## src/logic/acc_params.svh

```systemverilog
/*
  Register offsets, field positions and reset values for the comparator control block.
  Assumes a byte-wide data-space bus on the core clock.
*/
`ifndef ACC_PARAMS_SVH
`define ACC_PARAMS_SVH
`define ACC_IO_OFFSET 8'h20
`define ACC_AUX_ADDR 8'h4f
`define ACC_CSR_ADDR 8'h50
`define ACC_DID_ADDR 8'h7f
`define ACC_AUX_RESET 8'h00
`define ACC_CSR_RESET 8'h00
`define ACC_DID_RESET 8'h00
`define ACC_BIT_POWER_OFF 7
`define ACC_BIT_BANDGAP 6
`define ACC_BIT_RESULT 5
`define ACC_BIT_FLAG 4
`define ACC_BIT_IRQ_EN 3
`define ACC_BIT_CAPTURE 2
`define ACC_BIT_PIN_EN 0
`define ACC_BIT_POS_OFF 0
`define ACC_BIT_NEG_OFF 1
`endif

```

## src/logic/acc_pkg.sv

```systemverilog
/*
  Types shared by the comparator control block.
  Assumes acc_params.svh is on the include path.
*/
package acc_pkg;
  typedef enum logic [1:0] {
    ACC_MODE_TOGGLE = 2'b00,
    ACC_MODE_RESERVED = 2'b01,
    ACC_MODE_FALL = 2'b10,
    ACC_MODE_RISE = 2'b11
  } acc_mode_e;
  typedef logic [7:0] acc_byte_t;
endpackage

```

## src/logic/acc_edge.sv

```systemverilog
/*
  Edge detector with mode qualification for the synchronised result.
  Assumes its input is already in the mclk_in domain.
*/
`timescale 1ns/10ps
module acc_edge (
  input wire logic mclk_in,
  input wire logic reset_in,
  input wire logic level_in,
  input wire logic [1:0] mode_in,
  output logic event_out
);
  logic prev_q;
  logic rise;
  logic fall;
  always_ff @(posedge mclk_in) begin
    if (reset_in) begin
      prev_q <= 1'b0;
    end else begin
      prev_q <= level_in;
    end
  end
  assign rise = level_in & ~prev_q;
  assign fall = ~level_in & prev_q;
  always_comb begin
    case (acc_pkg::acc_mode_e'(mode_in))
      acc_pkg::ACC_MODE_TOGGLE: event_out = rise | fall;
      acc_pkg::ACC_MODE_FALL: event_out = fall;
      acc_pkg::ACC_MODE_RISE: event_out = rise;
      default: event_out = 1'b0; // Reserved code flags nothing
    endcase
  end
endmodule // acc_edge

```

## src/logic/acc_sync.sv

```systemverilog
/*
  Two flip-flop synchroniser for one level.
  Assumes the input is asynchronous to mclk_in.
*/
`timescale 1ns/10ps
module acc_sync (
  input wire logic mclk_in,
  input wire logic reset_in,
  input wire logic async_in,
  output logic sync_out
);
  typedef struct packed {
    logic meta;
    logic sync;
  } acc_sync_s;
  acc_sync_s st_q;
  acc_sync_s st_d;
  always_comb begin
    st_d.meta = async_in;
    st_d.sync = st_q.meta;
  end
  always_ff @(posedge mclk_in) begin
    if (reset_in) begin
      st_q <= '0;
    end else begin
      st_q <= st_d;
    end
  end
  assign sync_out = st_q.sync;
endmodule // acc_sync

```

## src/logic/acc_top.sv

```systemverilog
/*
  Analog comparator control: registers, input selection, result sync, flag and routing.
  Assumes a byte-wide single-cycle data-space bus; the analog core, pins and timer are outside.
*/
`timescale 1ns/10ps
`include "acc_params.svh"
module acc_top (
  input wire logic mclk_in,
  input wire logic reset_in,
  input wire logic [7:0] bus_addr_in,
  input wire logic bus_io_space_in,
  input wire logic bus_write_in,
  input wire logic bus_read_in,
  input wire logic [7:0] bus_wdata_in,
  input wire logic compare_raw_in,
  input wire logic negative_mux_enable_in,
  input wire logic converter_enable_in,
  input wire logic [2:0] channel_select_low_in,
  input wire logic global_irq_enable_in,
  input wire logic irq_vector_ack_in,
  input wire logic positive_pin_in,
  input wire logic negative_pin_in,
  output logic [7:0] bus_rdata_out,
  output logic irq_out,
  output logic compare_power_off_out,
  output logic bandgap_select_out,
  output logic negative_use_mux_out,
  output logic [2:0] negative_channel_out,
  output logic capture_out,
  output logic result_pin_out,
  output logic result_pin_oe_out,
  output logic positive_pin_buffer_off_out,
  output logic negative_pin_buffer_off_out,
  output logic positive_pin_digital_out,
  output logic negative_pin_digital_out
);
  typedef struct packed {
    logic power_off;
    logic bandgap;
    logic flag;
    logic irq_en;
    logic capture_en;
    logic [1:0] mode;
    logic pin_en;
    logic pos_off;
    logic neg_off;
    logic [7:0] rdata;
    logic irq;
    logic use_mux;
    logic [2:0] channel;
    logic capture;
    logic pin;
    logic pin_oe;
    logic pos_dig;
    logic neg_dig;
  } acc_top_s;
  acc_top_s st_q;
  acc_top_s st_d;
  logic result_sync;
  logic pos_sync;
  logic neg_sync;
  logic event_hit;
  logic [7:0] eff_addr;
  logic hit_aux;
  logic hit_csr;
  logic hit_did;
  logic [7:0] csr_view;

  // Pins and analog output are asynchronous, so each crosses two flops
  acc_sync u_sync_result (
    .mclk_in(mclk_in),
    .reset_in(reset_in),
    .async_in(compare_raw_in),
    .sync_out(result_sync)
  );
  acc_sync u_sync_pos (
    .mclk_in(mclk_in),
    .reset_in(reset_in),
    .async_in(positive_pin_in),
    .sync_out(pos_sync)
  );
  acc_sync u_sync_neg (
    .mclk_in(mclk_in),
    .reset_in(reset_in),
    .async_in(negative_pin_in),
    .sync_out(neg_sync)
  );
  acc_edge u_edge (
    .mclk_in(mclk_in),
    .reset_in(reset_in),
    .level_in(result_sync),
    .mode_in(st_q.mode),
    .event_out(event_hit)
  );

  // I/O space sits 0x20 below data space
  assign eff_addr = bus_io_space_in ? 8'(bus_addr_in + `ACC_IO_OFFSET) : bus_addr_in;
  assign hit_aux = (eff_addr == `ACC_AUX_ADDR);
  assign hit_csr = (eff_addr == `ACC_CSR_ADDR);
  // Buffer-disable register has no short I/O alias
  assign hit_did = !bus_io_space_in && (bus_addr_in == `ACC_DID_ADDR);
  assign csr_view = {st_q.power_off, st_q.bandgap, result_sync, st_q.flag,
                     st_q.irq_en, st_q.capture_en, st_q.mode};

  always_comb begin
    st_d = st_q;
    if (bus_write_in && hit_csr) begin
      st_d.power_off = bus_wdata_in[`ACC_BIT_POWER_OFF];
      st_d.bandgap = bus_wdata_in[`ACC_BIT_BANDGAP];
      st_d.irq_en = bus_wdata_in[`ACC_BIT_IRQ_EN];
      st_d.capture_en = bus_wdata_in[`ACC_BIT_CAPTURE];
      st_d.mode = bus_wdata_in[1:0];
    end
    if (bus_write_in && hit_aux) begin
      st_d.pin_en = bus_wdata_in[`ACC_BIT_PIN_EN];
    end
    if (bus_write_in && hit_did) begin
      st_d.pos_off = bus_wdata_in[`ACC_BIT_POS_OFF];
      st_d.neg_off = bus_wdata_in[`ACC_BIT_NEG_OFF];
    end
    // Set wins over either clear so no event is lost
    if (irq_vector_ack_in || (bus_write_in && hit_csr && bus_wdata_in[`ACC_BIT_FLAG])) begin
      st_d.flag = 1'b0;
    end
    if (event_hit && !st_q.power_off) begin
      st_d.flag = 1'b1;
    end
    st_d.irq = st_d.flag && st_d.irq_en && global_irq_enable_in;
    st_d.rdata = 8'h00;
    if (bus_read_in && hit_csr) begin
      st_d.rdata = csr_view;
    end else if (bus_read_in && hit_aux) begin
      st_d.rdata = {7'h00, st_q.pin_en};
    end else if (bus_read_in && hit_did) begin
      st_d.rdata = {6'h00, st_q.neg_off, st_q.pos_off};
    end
    st_d.use_mux = negative_mux_enable_in && !converter_enable_in;
    st_d.channel = st_d.use_mux ? channel_select_low_in : 3'h0;
    st_d.capture = st_q.capture_en && result_sync;
    st_d.pin = result_sync && st_q.pin_en;
    st_d.pin_oe = st_q.pin_en;
    st_d.pos_dig = pos_sync && !st_q.pos_off;
    st_d.neg_dig = neg_sync && !st_q.neg_off;
  end

  always_ff @(posedge mclk_in) begin
    if (reset_in) begin
      st_q <= '0;
    end else begin
      st_q <= st_d;
    end
  end

  assign bus_rdata_out = st_q.rdata;
  assign irq_out = st_q.irq;
  assign compare_power_off_out = st_q.power_off;
  assign bandgap_select_out = st_q.bandgap;
  assign negative_use_mux_out = st_q.use_mux;
  assign negative_channel_out = st_q.channel;
  assign capture_out = st_q.capture;
  assign result_pin_out = st_q.pin;
  assign result_pin_oe_out = st_q.pin_oe;
  assign positive_pin_buffer_off_out = st_q.pos_off;
  assign negative_pin_buffer_off_out = st_q.neg_off;
  assign positive_pin_digital_out = st_q.pos_dig;
  assign negative_pin_digital_out = st_q.neg_dig;

  // Assertions
  a_flag_on_event: assert property (@(posedge mclk_in) disable iff (reset_in)
    (event_hit && !st_q.power_off) |=> st_q.flag) else $error("flag not set on event");
  a_irq_gating: assert property (@(posedge mclk_in) disable iff (reset_in)
    irq_out |-> (st_q.flag && st_q.irq_en)) else $error("irq without cause");
  a_flag_w1c: assert property (@(posedge mclk_in) disable iff (reset_in)
    (bus_write_in && hit_csr && bus_wdata_in[4] && !event_hit) |=> !st_q.flag)
    else $error("flag not cleared by write one");
  a_flag_w0_keep: assert property (@(posedge mclk_in) disable iff (reset_in)
    (st_q.flag && !irq_vector_ack_in && !(bus_write_in && hit_csr && bus_wdata_in[4]))
    |=> st_q.flag) else $error("flag lost");
  a_vector_clear: assert property (@(posedge mclk_in) disable iff (reset_in)
    (irq_vector_ack_in && !event_hit) |=> !st_q.flag) else $error("vector clear failed");
  a_reserved_mode: assert property (@(posedge mclk_in) disable iff (reset_in)
    (st_q.mode == 2'b01) |-> !event_hit) else $error("reserved mode flagged");
  a_mux_select: assert property (@(posedge mclk_in) disable iff (reset_in)
    (negative_mux_enable_in && converter_enable_in) |=> !negative_use_mux_out)
    else $error("mux used with converter on");
  a_sync_delay: assert property (@(posedge mclk_in) disable iff (reset_in)
    $rose(compare_raw_in) ##1 compare_raw_in |-> ##1 result_sync)
    else $error("sync delay wrong");
  a_capture_route: assert property (@(posedge mclk_in) disable iff (reset_in)
    !st_q.capture_en |=> !capture_out) else $error("capture routed while off");
  a_pin_drive: assert property (@(posedge mclk_in) disable iff (reset_in)
    result_pin_oe_out |-> $past(st_q.pin_en)) else $error("pin drive wrong");
  a_buffer_zero: assert property (@(posedge mclk_in) disable iff (reset_in)
    st_q.pos_off ##1 st_q.pos_off |-> !positive_pin_digital_out)
    else $error("disabled input read one");
  a_io_alias: assert property (@(posedge mclk_in) disable iff (reset_in)
    (bus_read_in && bus_io_space_in && bus_addr_in == 8'h30) |=> bus_rdata_out[3:0] ==
    $past(csr_view[3:0])) else $error("io alias read wrong");
endmodule // acc_top

```

## config.mk

```make
export PLATFORM = sky130hd
export DESIGN_NAME = acc_top
export DESIGN_NICKNAME = d
export VERILOG_FILES = /design/src/logic/acc_pkg.sv /design/src/logic/acc_edge.sv /design/src/logic/acc_sync.sv /design/src/logic/acc_top.sv
export VERILOG_INCLUDE_DIRS = /design/src /design/src/logic
export SDC_FILE = /design/constraint.sdc
export NUM_CORES = 1
export LEC_CHECK = 0
export ABC_AREA = 1
export BUFFER_PORTS_ARGS = -buffer_cell sky130_fd_sc_hd__buf_2
export CORE_UTILIZATION = 50
export CTS_CLUSTER_DIAMETER = 150
export DETAILED_ROUTE_END_ITERATION = 12
export HOLD_SLACK_MARGIN = 0.1
export PLACE_DENSITY = 0.93
export SYNTH_ARGS = -nofsm -noshare
export SYNTH_HDL_FRONTEND = slang
export SYNTH_SLANG_ARGS = --single-unit
```

## constraint.sdc

```tcl
create_clock -name mclk_in -period 1.8 [get_ports mclk_in]
set_input_delay 0.36 -clock mclk_in [delete_from_list [all_inputs] [get_ports mclk_in]]
set_output_delay 0.36 -clock mclk_in [all_outputs]
set_load 0.01 [all_outputs]
```

# After elaboration in Yosys (flattened, before gate mapping)
# Cells that the tools add are included.
# totals
reg_bits	35
latchBits	0
ram_bits	0
romBits	0
input_bits	31
out_inout_bits	22
wordCells	69
memories	0
# op_classes
add_sub_neg	1
n_mul	0
n_div	0
n_lt_le_gt_ge	0
eq_ne	5
shifts	0
mux	8
n_bitwise	6
reduce_logical	24
# ops
cell	n
$eq A8 B7 Y1 const B	3
$logic_and A1 B1 Y1	16
$mux W8	2
$add A8 B6 Y8 const B	1
$logic_not A1 Y1	5
$eq A2 B2 Y1 const B	2
$mux W2	2
$mux W4	1
$not A1 Y1	3
$pmux W1 S3	1
$and A1 B1 Y1	2
$logic_not A2 Y1	1
$mux W1	2
$reduce_or A2 Y1	1
$logic_or A1 B1 Y1	1
$or A1 B1 Y1	1

# Logic depth before layout (Yosys ltp)
# Gate-level depths: netlist (run 1).
# logic_depth
depth_word	10
mapped_depth	11
mapped_depth_nobuf	11

# Hierarchy
# From an unflattened synthesis (run 1), not the netlist that was laid out.
# hier_totals
cells_unflattened	172
hier_area_um2	1398.8
# modules_own_cells
mod	instances	cells_per_inst	area_per_inst_um2	seq_area_each_um2
acc_top	1	141	1147.4	560.5
acc_sync	3	6	55.1	40.0
acc_edge	1	13	86.3	20.0

# Worst setup path after synthesis (run 1)
# No wires, ideal clock.
# synth_timing
kind	input -> register
startpoint	input port bus_addr_in[5]
endpoint	register st_q (netlist bit csr_view[2])
setup_time_ns	0.117
arrival_time_ns	1.208
required_time_ns	1.683
path_slack_ns	0.475
stages	9
n_path_buf	1
path_cell_list	ha_1 > nand2_1 > nand2_1 > nand2_1 > inv_2 > nand3_2 > buf_6 > o21ai_1 > a21oi_1
# synth_between
elab_chain_cells	4
# synth_lines
item	line_no	rtl
from (decl)	acc_top.sv:10	input wire logic [7:0] bus_addr_in,
$add A8 B6 Y8 (no line)	n/a	
$mux W8 *	acc_top.sv:97	assign eff_addr = bus_io_space_in ? 8'(bus_addr_in + `ACC_IO_OFFSET) : bus_addr_in;
$eq A8 B7 Y1 (no line) *	n/a	
$logic_and A1 B1 Y1 *	acc_top.sv:107	if (bus_write_in && hit_csr) begin
to (signal assigned)	acc_top.sv:150	st_q <= st_d;
to (decl)	acc_top.sv:57	acc_top_s st_q;
# Every way passes the cells marked *; elsewhere a longest branch is shown, timed or not.
# A chain may end at the register's enable or synchronous reset.

# Worst setup path after layout (run 1)
# layout_timing
startpoint	register u_sync_result.st_q (netlist bit u_sync_result.sync_out)
endpoint	register st_q (netlist bit irq_out)
# layout_between
elab_chain_cells	8
elab_cells_between_ends	9
cone_classes	mux: 2; bitwise: 4; reduce/logical: 3
# layout_lines
item	line_no	rtl
from (decl)	acc_sync.sv:16	acc_sync_s st_q;
from (signal assigned)	acc_sync.sv:26	st_q <= st_d;
$not A1 Y1	acc_edge.sv:24	assign fall = ~level_in & prev_q;
$and A1 B1 Y1	acc_edge.sv:24	
$or A1 B1 Y1	acc_edge.sv:27	acc_pkg::ACC_MODE_TOGGLE: event_out = rise | fall;
$pmux W1 S3 *	acc_edge.sv:26	case (acc_pkg::acc_mode_e'(mode_in))
$logic_and A1 B1 Y1 *	acc_top.sv:125	if (event_hit && !st_q.power_off) begin
$mux W1 *	acc_top.sv:125	
$logic_and A1 B1 Y1 * (2 in series)	acc_top.sv:128	st_d.irq = st_d.flag && st_d.irq_en && global_irq_enable_in;
# Marked as above.

==> impl_summary.md, run 1 <==
Layout
Leaving out fill and tap cells, the most frequent cells in the layout are sky130_fd_sc_hd__buf_2 (51), sky130_fd_sc_hd__dfxtp_1 (35), sky130_fd_sc_hd__inv_1 (33). The final layout contains 255 nets. The area of all placed cells without fillers is 0.001659 mm^2. Compared with the post-synthesis result, the final layout area differs by 26.65%.

The most common cell after layout, fill and taps aside is sky130_fd_sc_hd__buf_2. The fraction of final layout cells with drive strength greater than 1 is 29.73%. The repair_antennas step left the layout with diodes totalling 0.

The number of flip-flops in the largest register is 8.

Floorplanning
For this design the top-level I/O count stands at 53. The floorplan step defined a core boundary enclosing 0.002477 mm^2. The initialized floorplan defines 18 standard-cell rows.

The initial cell density of the core is 52.88%. The die covers 0.002829 mm^2. The die is 53.19 um tall.

The die width is 53.19 um.

Clock network
TritonCTS built the clock tree. The clock-pin slew on the worst setup and hold paths is 0.10 ns. The number of buffers inserted to repair setup after CTS is 0. The number of clock buffers added by TritonCTS is 5.

The number of buffers inserted for hold repair after clock tree synthesis is 0. The clock latency of the later-clocked register in the worst-skew pair is 0.33 ns. The CTS root buffer is sky130_fd_sc_hd__clkbuf_4. In this run, post-CTS repair resized a total of 0 instances. CTS saw 35 sinks. The number of buffers on the longest clock path is 2. The H-tree depth is 2.

Timing
Setup repair after global routing left no endpoint under its margin. The post-route minimum period is 1.285 ns. The slack of the critical path is 0.5146 ns.

The worst max-slew margin expressed relative to the limit is 80.64%. At the pin with the least slew margin, the transition time is 0.2904 ns. On the final layout, the worst clock skew is 0.004137 ns. In the final timing run, aggregate negative setup slack is 0 ns. The final hold violation count is 0. The highest clock frequency the design can meet is 777.9 MHz. The number of setup violations in the final report is 0. The max-slew violation total from the final report is 0. After layout, the worst path uses 71.41% of the clock period.

Min path
Counting instances, the worst hold path has a depth of 2. The path with the worst hold slack has its endpoint at negative_use_mux_out. The path class of the tightest hold or removal check is input port to register. In this run the most critical hold path is launched from converter_enable_in.

Global route
The number of antenna violations at the first check in global routing is 0. The via count of the first global-routing pass is 1034. The wire length of the first global-routing pass is 4043 um. In the global route stage, overall resource usage came out at 20.70%. The final global-route overflow total is 0. Entering global routing, the biggest net connects 18 pins.

Place
The congestion estimate from routability-driven global placement came to 0.7807. The wire-length estimate of the detail-placed layout is 1747 um. The worst slack at placement is 0.1813 ns.

The number of I/O port buffers is 51. Once placement finished, the instance area stood at 0.001587 mm^2.

Setup path
The kind of start point of the critical path is a register. At the worst endpoint, the required time is 2.08 ns. The arrival time of data at the critical path endpoint is 1.57 ns. The reg-to-reg endpoint is irq_out. The type of the setup path with the least slack is register to register. Of all nets on the critical path, the largest fanout is 5. The worst setup path is captured at a register. For the worst flop-to-flop path, the logic depth is 7. The worst register-to-register path begins at u_sync_result.sync_out. The minimum setup slack among reg-to-reg paths is 0.51 ns.

Status
The run finished with clean final reports.

Job
The number of maximum-capacitance violations is 0.

Synth
The mean instance size in the synthesized netlist is 7.892 um^2. The post-synth net total is 200. The share of the Yosys chip area taken by registers is 53.49%. After synthesis the netlist holds a flip-flop and latch count of 35. The number of library cell types mapped by synthesis is 21. Synthesis handed over a netlist of 166 instances. Yosys printed 0 warnings. In this run the cell area of the synthesized design comes to 0.001310 mm^2.

Drt
The final layout contains routed wiring with a total length of 2321 um. For this run, design rule violations remaining after detail routing come to 0. Detailed routing inserted a total of 1140 vias.

Once detail routing completed, the nets flagged for antenna violations numbered 0. The vias per cell is 4.524. In the final routed layout, each cell accounts on average for 9.210 um. Before antenna repair, the detailed router went through 4 iterations. The number of DRC violations after detailed-routing iteration 0 is 3.

Power and ir drop
For this design the ratio of total power to cell area is 830.7 mW/mm^2. The design draws 1.378 mW. The worst-case IR drop observed on VDD is 0.6819 mV.

The leakage power total is 0.8362 nW.
## synthesized netlist by cell type
cell	number	area, um^2
sky130_fd_sc_hd__nand4_1	7	43.79
sky130_fd_sc_hd__nor3_1	4	20.02
sky130_fd_sc_hd__nand2_1	19	71.32
sky130_fd_sc_hd__buf_2	1	5.000
sky130_fd_sc_hd__buf_1	1	3.750
sky130_fd_sc_hd__nor2_1	31	116.4
sky130_fd_sc_hd__nor2_4	1	11.26
sky130_fd_sc_hd__a21oi_1	10	50.05
sky130_fd_sc_hd__o21ai_0	4	20.02
sky130_fd_sc_hd__inv_2	1	3.750
sky130_fd_sc_hd__inv_1	33	123.9
sky130_fd_sc_hd__nand3_2	2	20.02
sky130_fd_sc_hd__clkbuf_1	1	3.750
sky130_fd_sc_hd__o21ai_2	1	8.760
sky130_fd_sc_hd__nand3_1	4	20.02
sky130_fd_sc_hd__a211oi_1	1	7.510
sky130_fd_sc_hd__dfxtp_1	35	700.7
sky130_fd_sc_hd__o21ai_1	5	25.02
sky130_fd_sc_hd__ha_1	3	37.54
sky130_fd_sc_hd__buf_6	1	11.26
sky130_fd_sc_hd__nand2_2	1	6.260
## metrics by stage
| step | util [%] | hold WS, ns | cells |
|---|---|---|---|
| floorplan | - | 0.3883 | 166 |
| global route | 66.97 | 0.1897 | 252 |
| global placement | 64.04 | 0.3892 | 244 |
| CTS | 66.97 | 0.1705 | 252 |
| finish | 66.97 | 0.1894 | 252 |
| detailed placement | 64.04 | 0.3928 | 244 |
## cells by family after synthesis
logic type / after synthesis / share of synthesized area [%]
AO/OA/AOI/OAI: 21 / 8.501
adder cells (fa/ha/maj): 3 / 2.866
buffers and inverters: 38 / 11.56
flip-flops: 35 / 53.49
AND/OR/NAND/NOR: 69 / 23.59
## final cells by class
| type | instances | area (um^2) |
|---|---|---|
| flip-flops and latches | 35 | 700.7 |
| clock buffers | 7 | 65.06 |
| clock inverters | 1 | 7.507 |
| inverters | 34 | 127.6 |
| repair buffers | 52 | 262.8 |
| fillers | 234 | 818.3 |
| well taps | 30 | 37.54 |
| multi-input cells | 93 | 457.9 |
## worst max-delay path, cell delays in order (launching register included)
cell and delay, ns:
sky130_fd_sc_hd__dfxtp_1 0.35, sky130_fd_sc_hd__inv_1 0.11, sky130_fd_sc_hd__ha_1 0.31, sky130_fd_sc_hd__nor2_1 0.08, sky130_fd_sc_hd__nor2_1 0.04, sky130_fd_sc_hd__a211oi_1 0.17, sky130_fd_sc_hd__a21oi_1 0.08, sky130_fd_sc_hd__nor2_1 0.10
## where the power goes
| part | total [mW] | internal, mW | switching (mW) |
|---|---|---|---|
| sequential | 0.790 | 0.787 | 0.00335 |
| combinational | 0.107 | 0.0463 | 0.0606 |
| clock | 0.481 | 0.228 | 0.253 |
## worst max path at each step
| stage | start | slack [ns] | cells past startpoint | to |
|---|---|---|---|---|
| after floorplan | bus_addr_in[5] | 0.47 | 9 | csr_view[2] |
| after global placement | bus_addr_in[5] | 0.21 | 10 | irq_out |
| after detailed placement | bus_addr_in[5] | 0.18 | 12 | irq_out |
| after CTS | u_sync_result.sync_out | 0.51 | 7 | irq_out |
| after global routing | bus_addr_in[5] | 0.33 | 12 | irq_out |
| final | u_sync_result.sync_out | 0.51 | 7 | irq_out |
## per-layer routing
layer	wire length [um]	GRT usage, %
met3	178	9.195
met1	1054	23.36
met2	1061	34.60
met4	26	6.579
met5	0	0
Power figures use the tool's default switching activity.
==> inputs of run 2 (changes only) <==
Settings changed: CORE_UTILIZATION 50 to 46, PLACE_DENSITY 0.93 to 0.88.
Clock period 1.8 ns to 1.26 ns, I/O delays scaled along.
==> impl_summary.md, run 2 (synthesis gave the netlist of run 1 again) <==
Timing
The final total negative setup slack came to 0 ns (unchanged). The transition time at the pin with the least slew margin was 0.2514 ns (-0.03905 ns). The worst max-slew margin expressed relative to the limit is 83.11% (+2.5 points). The max-slew violation total from the final report is 0 (unchanged). The final hold violation count is 0 (unchanged). The post-route minimum period is 1.214 ns (-0.07108 ns).

The worst hold slack is 0.1275 ns (-0.06190 ns). The highest clock frequency the design can meet is 823.5 MHz (+5.9%). The number of setup violations in the final report is 0 (unchanged). Setup repair after global routing could not meet its margin everywhere. The final period utilization is 96.38% (+25 points). The clock skew is 0.004291 ns (+0.0001544 ns).

The slack of the critical path is 0.04564 ns (-0.4689 ns).

Clock network
The clock tree from TritonCTS is yes. The number of buffers inserted during clock tree synthesis came to 5 (unchanged). The clock latency of the later-clocked register in the worst-skew pair is 0.33 ns (about the same). The clock-pin slew on the worst setup and hold paths is 0.10 ns (about the same).

The number of buffers inserted to repair setup after CTS is 0 (unchanged). The CTS sink count was 35 (unchanged). The H-tree depth is 2 (unchanged).

The tree is rooted in a sky130_fd_sc_hd__clkbuf_4. The number of buffers on the longest clock path is 2 (unchanged).

Status
The flow ran to the end, and the final reports show no timing, DRC or antenna violations.

Global route
The maximum number of pins on one net before global-route repair came to 16 (-2). The global router's overall resource usage came to 18.06% (-2.6 points). The number of antenna violations at the first check in global routing is 0 (unchanged). The final global-route overflow total is 0 (unchanged). The wire length of the first global-routing pass came to 4340 um (+7.3%). The via count of the first global-routing pass came to 1125 (+8.8%).

Power and ir drop
The total power per unit cell area is 1111 mW/mm^2 (+34%). The leakage power total was 0.9008 nW (+7.7%). The sequential fraction of design power was 56.4% (-0.9 points). The internal power came to 1.547 mW (+46%). The reported net switching power is 0.4580 mW (+44%). The post-layout total power is 2.005 mW (+45%). The maximum vdd drop is 0.9518 mV (+40%). The relative contribution of the clock network to total power is 33.9% (-1.0 points). The combinational group share of total power is 9.7% (+1.9 points).

The share of total power consumed by net switching is 22.84% (-0.17 points).

Setup path
The minimum setup slack among reg-to-reg paths is 0.05 ns (-0.47 ns). The most numerous cell type found on the critical path is sky130_fd_sc_hd__nor2_1. The worst register-to-register path ends at csr_view[4]. The startpoint identified for the worst register-to-register timing path is u_sync_result.sync_out. The worst setup path is captured at a register. The total buffers and inverters traversed by the critical path is 1 (unchanged).

The top fanout value on the critical path is 2 (-3). Traced cell by cell, the critical path runs through inv_2, ha_4, nor2_2, nor2_1, a211oi_2, a21oi_2, nor2_1. The kind of start point of the critical path is a register. The maximum single-stage delay on the critical path was 0.35 ns (about the same). The setup path with the least slack is of type register to register.

The number of cells traversed by the worst register-to-register path is 7 (unchanged). The cell family contributing the most delay on the critical path is flip-flops. The arrival time of data at the critical path endpoint is 1.49 ns (-0.08 ns). The slowest stage cell on the critical path is sky130_fd_sc_hd__dfxtp_2. The data required time at the worst endpoint is 1.54 ns (-0.54 ns).

Layout
The sequential cell area in the final layout is 703.2 um^2 (+0.36%). The relative area change from synthesis to final layout is 37.73%. The fraction of final layout cells with drive strength greater than 1 is 34.75% (+5.0 points).

The layout filler cell count is 202 (-14%). The number of flip-flops in the largest register came to 8 (unchanged). The core utilization of the finished layout came to 69.66% (+2.7 points). The non-filler instance count after layout came to 266 (+5.6%).

In the layout the commonest cells are sky130_fd_sc_hd__buf_2 (51), sky130_fd_sc_hd__dfxtp_1 (33), sky130_fd_sc_hd__inv_1 (32). Leaving out fill and tap cells, the most frequent cell in the layout is sky130_fd_sc_hd__buf_2. The combined area of the multi-input logic cells was 489.2 um^2 (+6.8%). The layout net count is 269 (+5.5%).

The area of all placed cells without fillers is 0.001804 mm^2 (+8.7%). The number of antenna repair diodes is 0 (unchanged).

Min path
The hold path depth is 3 (+1). The hold-critical path endpoint is negative_channel_out[2]. The startpoint identified for the worst hold timing path is channel_select_low_in[2]. The path type of the worst min-delay path is input port to register.

Drt
The vias per cell is 4.688 (+3.6%). The remaining antenna violation count came to 0 (unchanged). The detailed-route DRC error count came to 0 (unchanged).

The number of DRC violations after detailed-routing iteration 0 is 14 (+11). The first-pass iteration count of the detailed router is 4 (unchanged). The final routed wire length divided by cell count came to 10.39 um (+13%).

The final wirelength is 2765 um (+19%). The via count is 1247 (+9.4%).

Floorplanning
The number of placement rows was 18 (unchanged). The number of top-level design ports is 53 (unchanged). The overall die area is 0.003065 mm^2 (+8.4%). The initial cell density of the core is 50.58% (-2.3 points).

The vertical extent of the die was 55.37 um (+4.1%). The core area was 0.002590 mm^2 (+4.5%). The die width was 55.37 um (+4.1%).

Place
The number of I/O port buffers is 51 (unchanged). The placer congestion estimate was 0.8421 (+7.9%). The count of placed standard cells including taps was 254 (+4.1%). The half-perimeter wire length after detailed placement is 1905 um (+9.0%). The worst slack at placement is -0.2278 ns (-0.4090 ns). The cell area reported after detailed placement is 0.001662 mm^2 (+4.7%).

Job
The number of maximum-capacitance violations came to 0 (unchanged).
run 2: cell types whose count changed in the layout (fill, tap and decap cells not counted), moves of 2 or more:
cell	previous run	this run
sky130_fd_sc_hd__buf_4	1	11
sky130_fd_sc_hd__dfxtp_1	35	33
sky130_fd_sc_hd__dfxtp_2	0	2
sky130_fd_sc_hd__dlygate4sd3_1	0	4
run 2: per-layer routing:
layer	wire [um]	global-route usage, %
met4	83	9.643
met2	1276	28.92
met1	1236	21.42
met3	169	5.855
met5	0	0
run 2: layout make-up:
type / instances / share of cell area (%)
repair buffers: 66 / 20.94
flip-flops and latches: 35 / 38.97
well taps: 30 / 2.080
inverters: 34 / 7.073
clock buffers: 8 / 3.814
multi-input cells: 93 / 27.12
run 2: how the worst max path moves through the flow:
stage                      startpoint     endpoint  depth (start not counted)
2_1_floorplan          bus_addr_in[5]  csr_view[2]                          9
3_5_place_dp           bus_addr_in[5]      irq_out                         10
5_1_grt        u_sync_result.sync_out  csr_view[4]                          7
6_report       u_sync_result.sync_out  csr_view[4]                          7
3_3_place_gp           bus_addr_in[5]      irq_out                         10
4_1_cts        u_sync_result.sync_out      irq_out                          7
run 2: timing repair:
action                     in CTS  in global routing
gates resized for setup         0                  9
hold buffers                    2                  2
hold endpoints to repair        2                  2
setup endpoints to repair       0                  6
run 2: worst min-delay path, cell delays in order:
cell and delay (ns):
sky130_fd_sc_hd__buf_2 0.10, sky130_fd_sc_hd__inv_1 0.04, sky130_fd_sc_hd__nor2_1 0.03
run 2: power groups by stage:
| stage | sequential [mW] | clock (mW) | combinational, mW |
|---|---|---|---|
| after global routing | 1.13 | 0.754 | 0.219 |
| after CTS | 1.13 | 0.701 | 0.179 |
| after floorplan | 1.16 | 0 | 0.0790 |
| after detailed placement | 1.15 | 0 | 0.173 |
| final | 1.13 | 0.681 | 0.194 |
| after global placement | 1.15 | 0 | 0.169 |
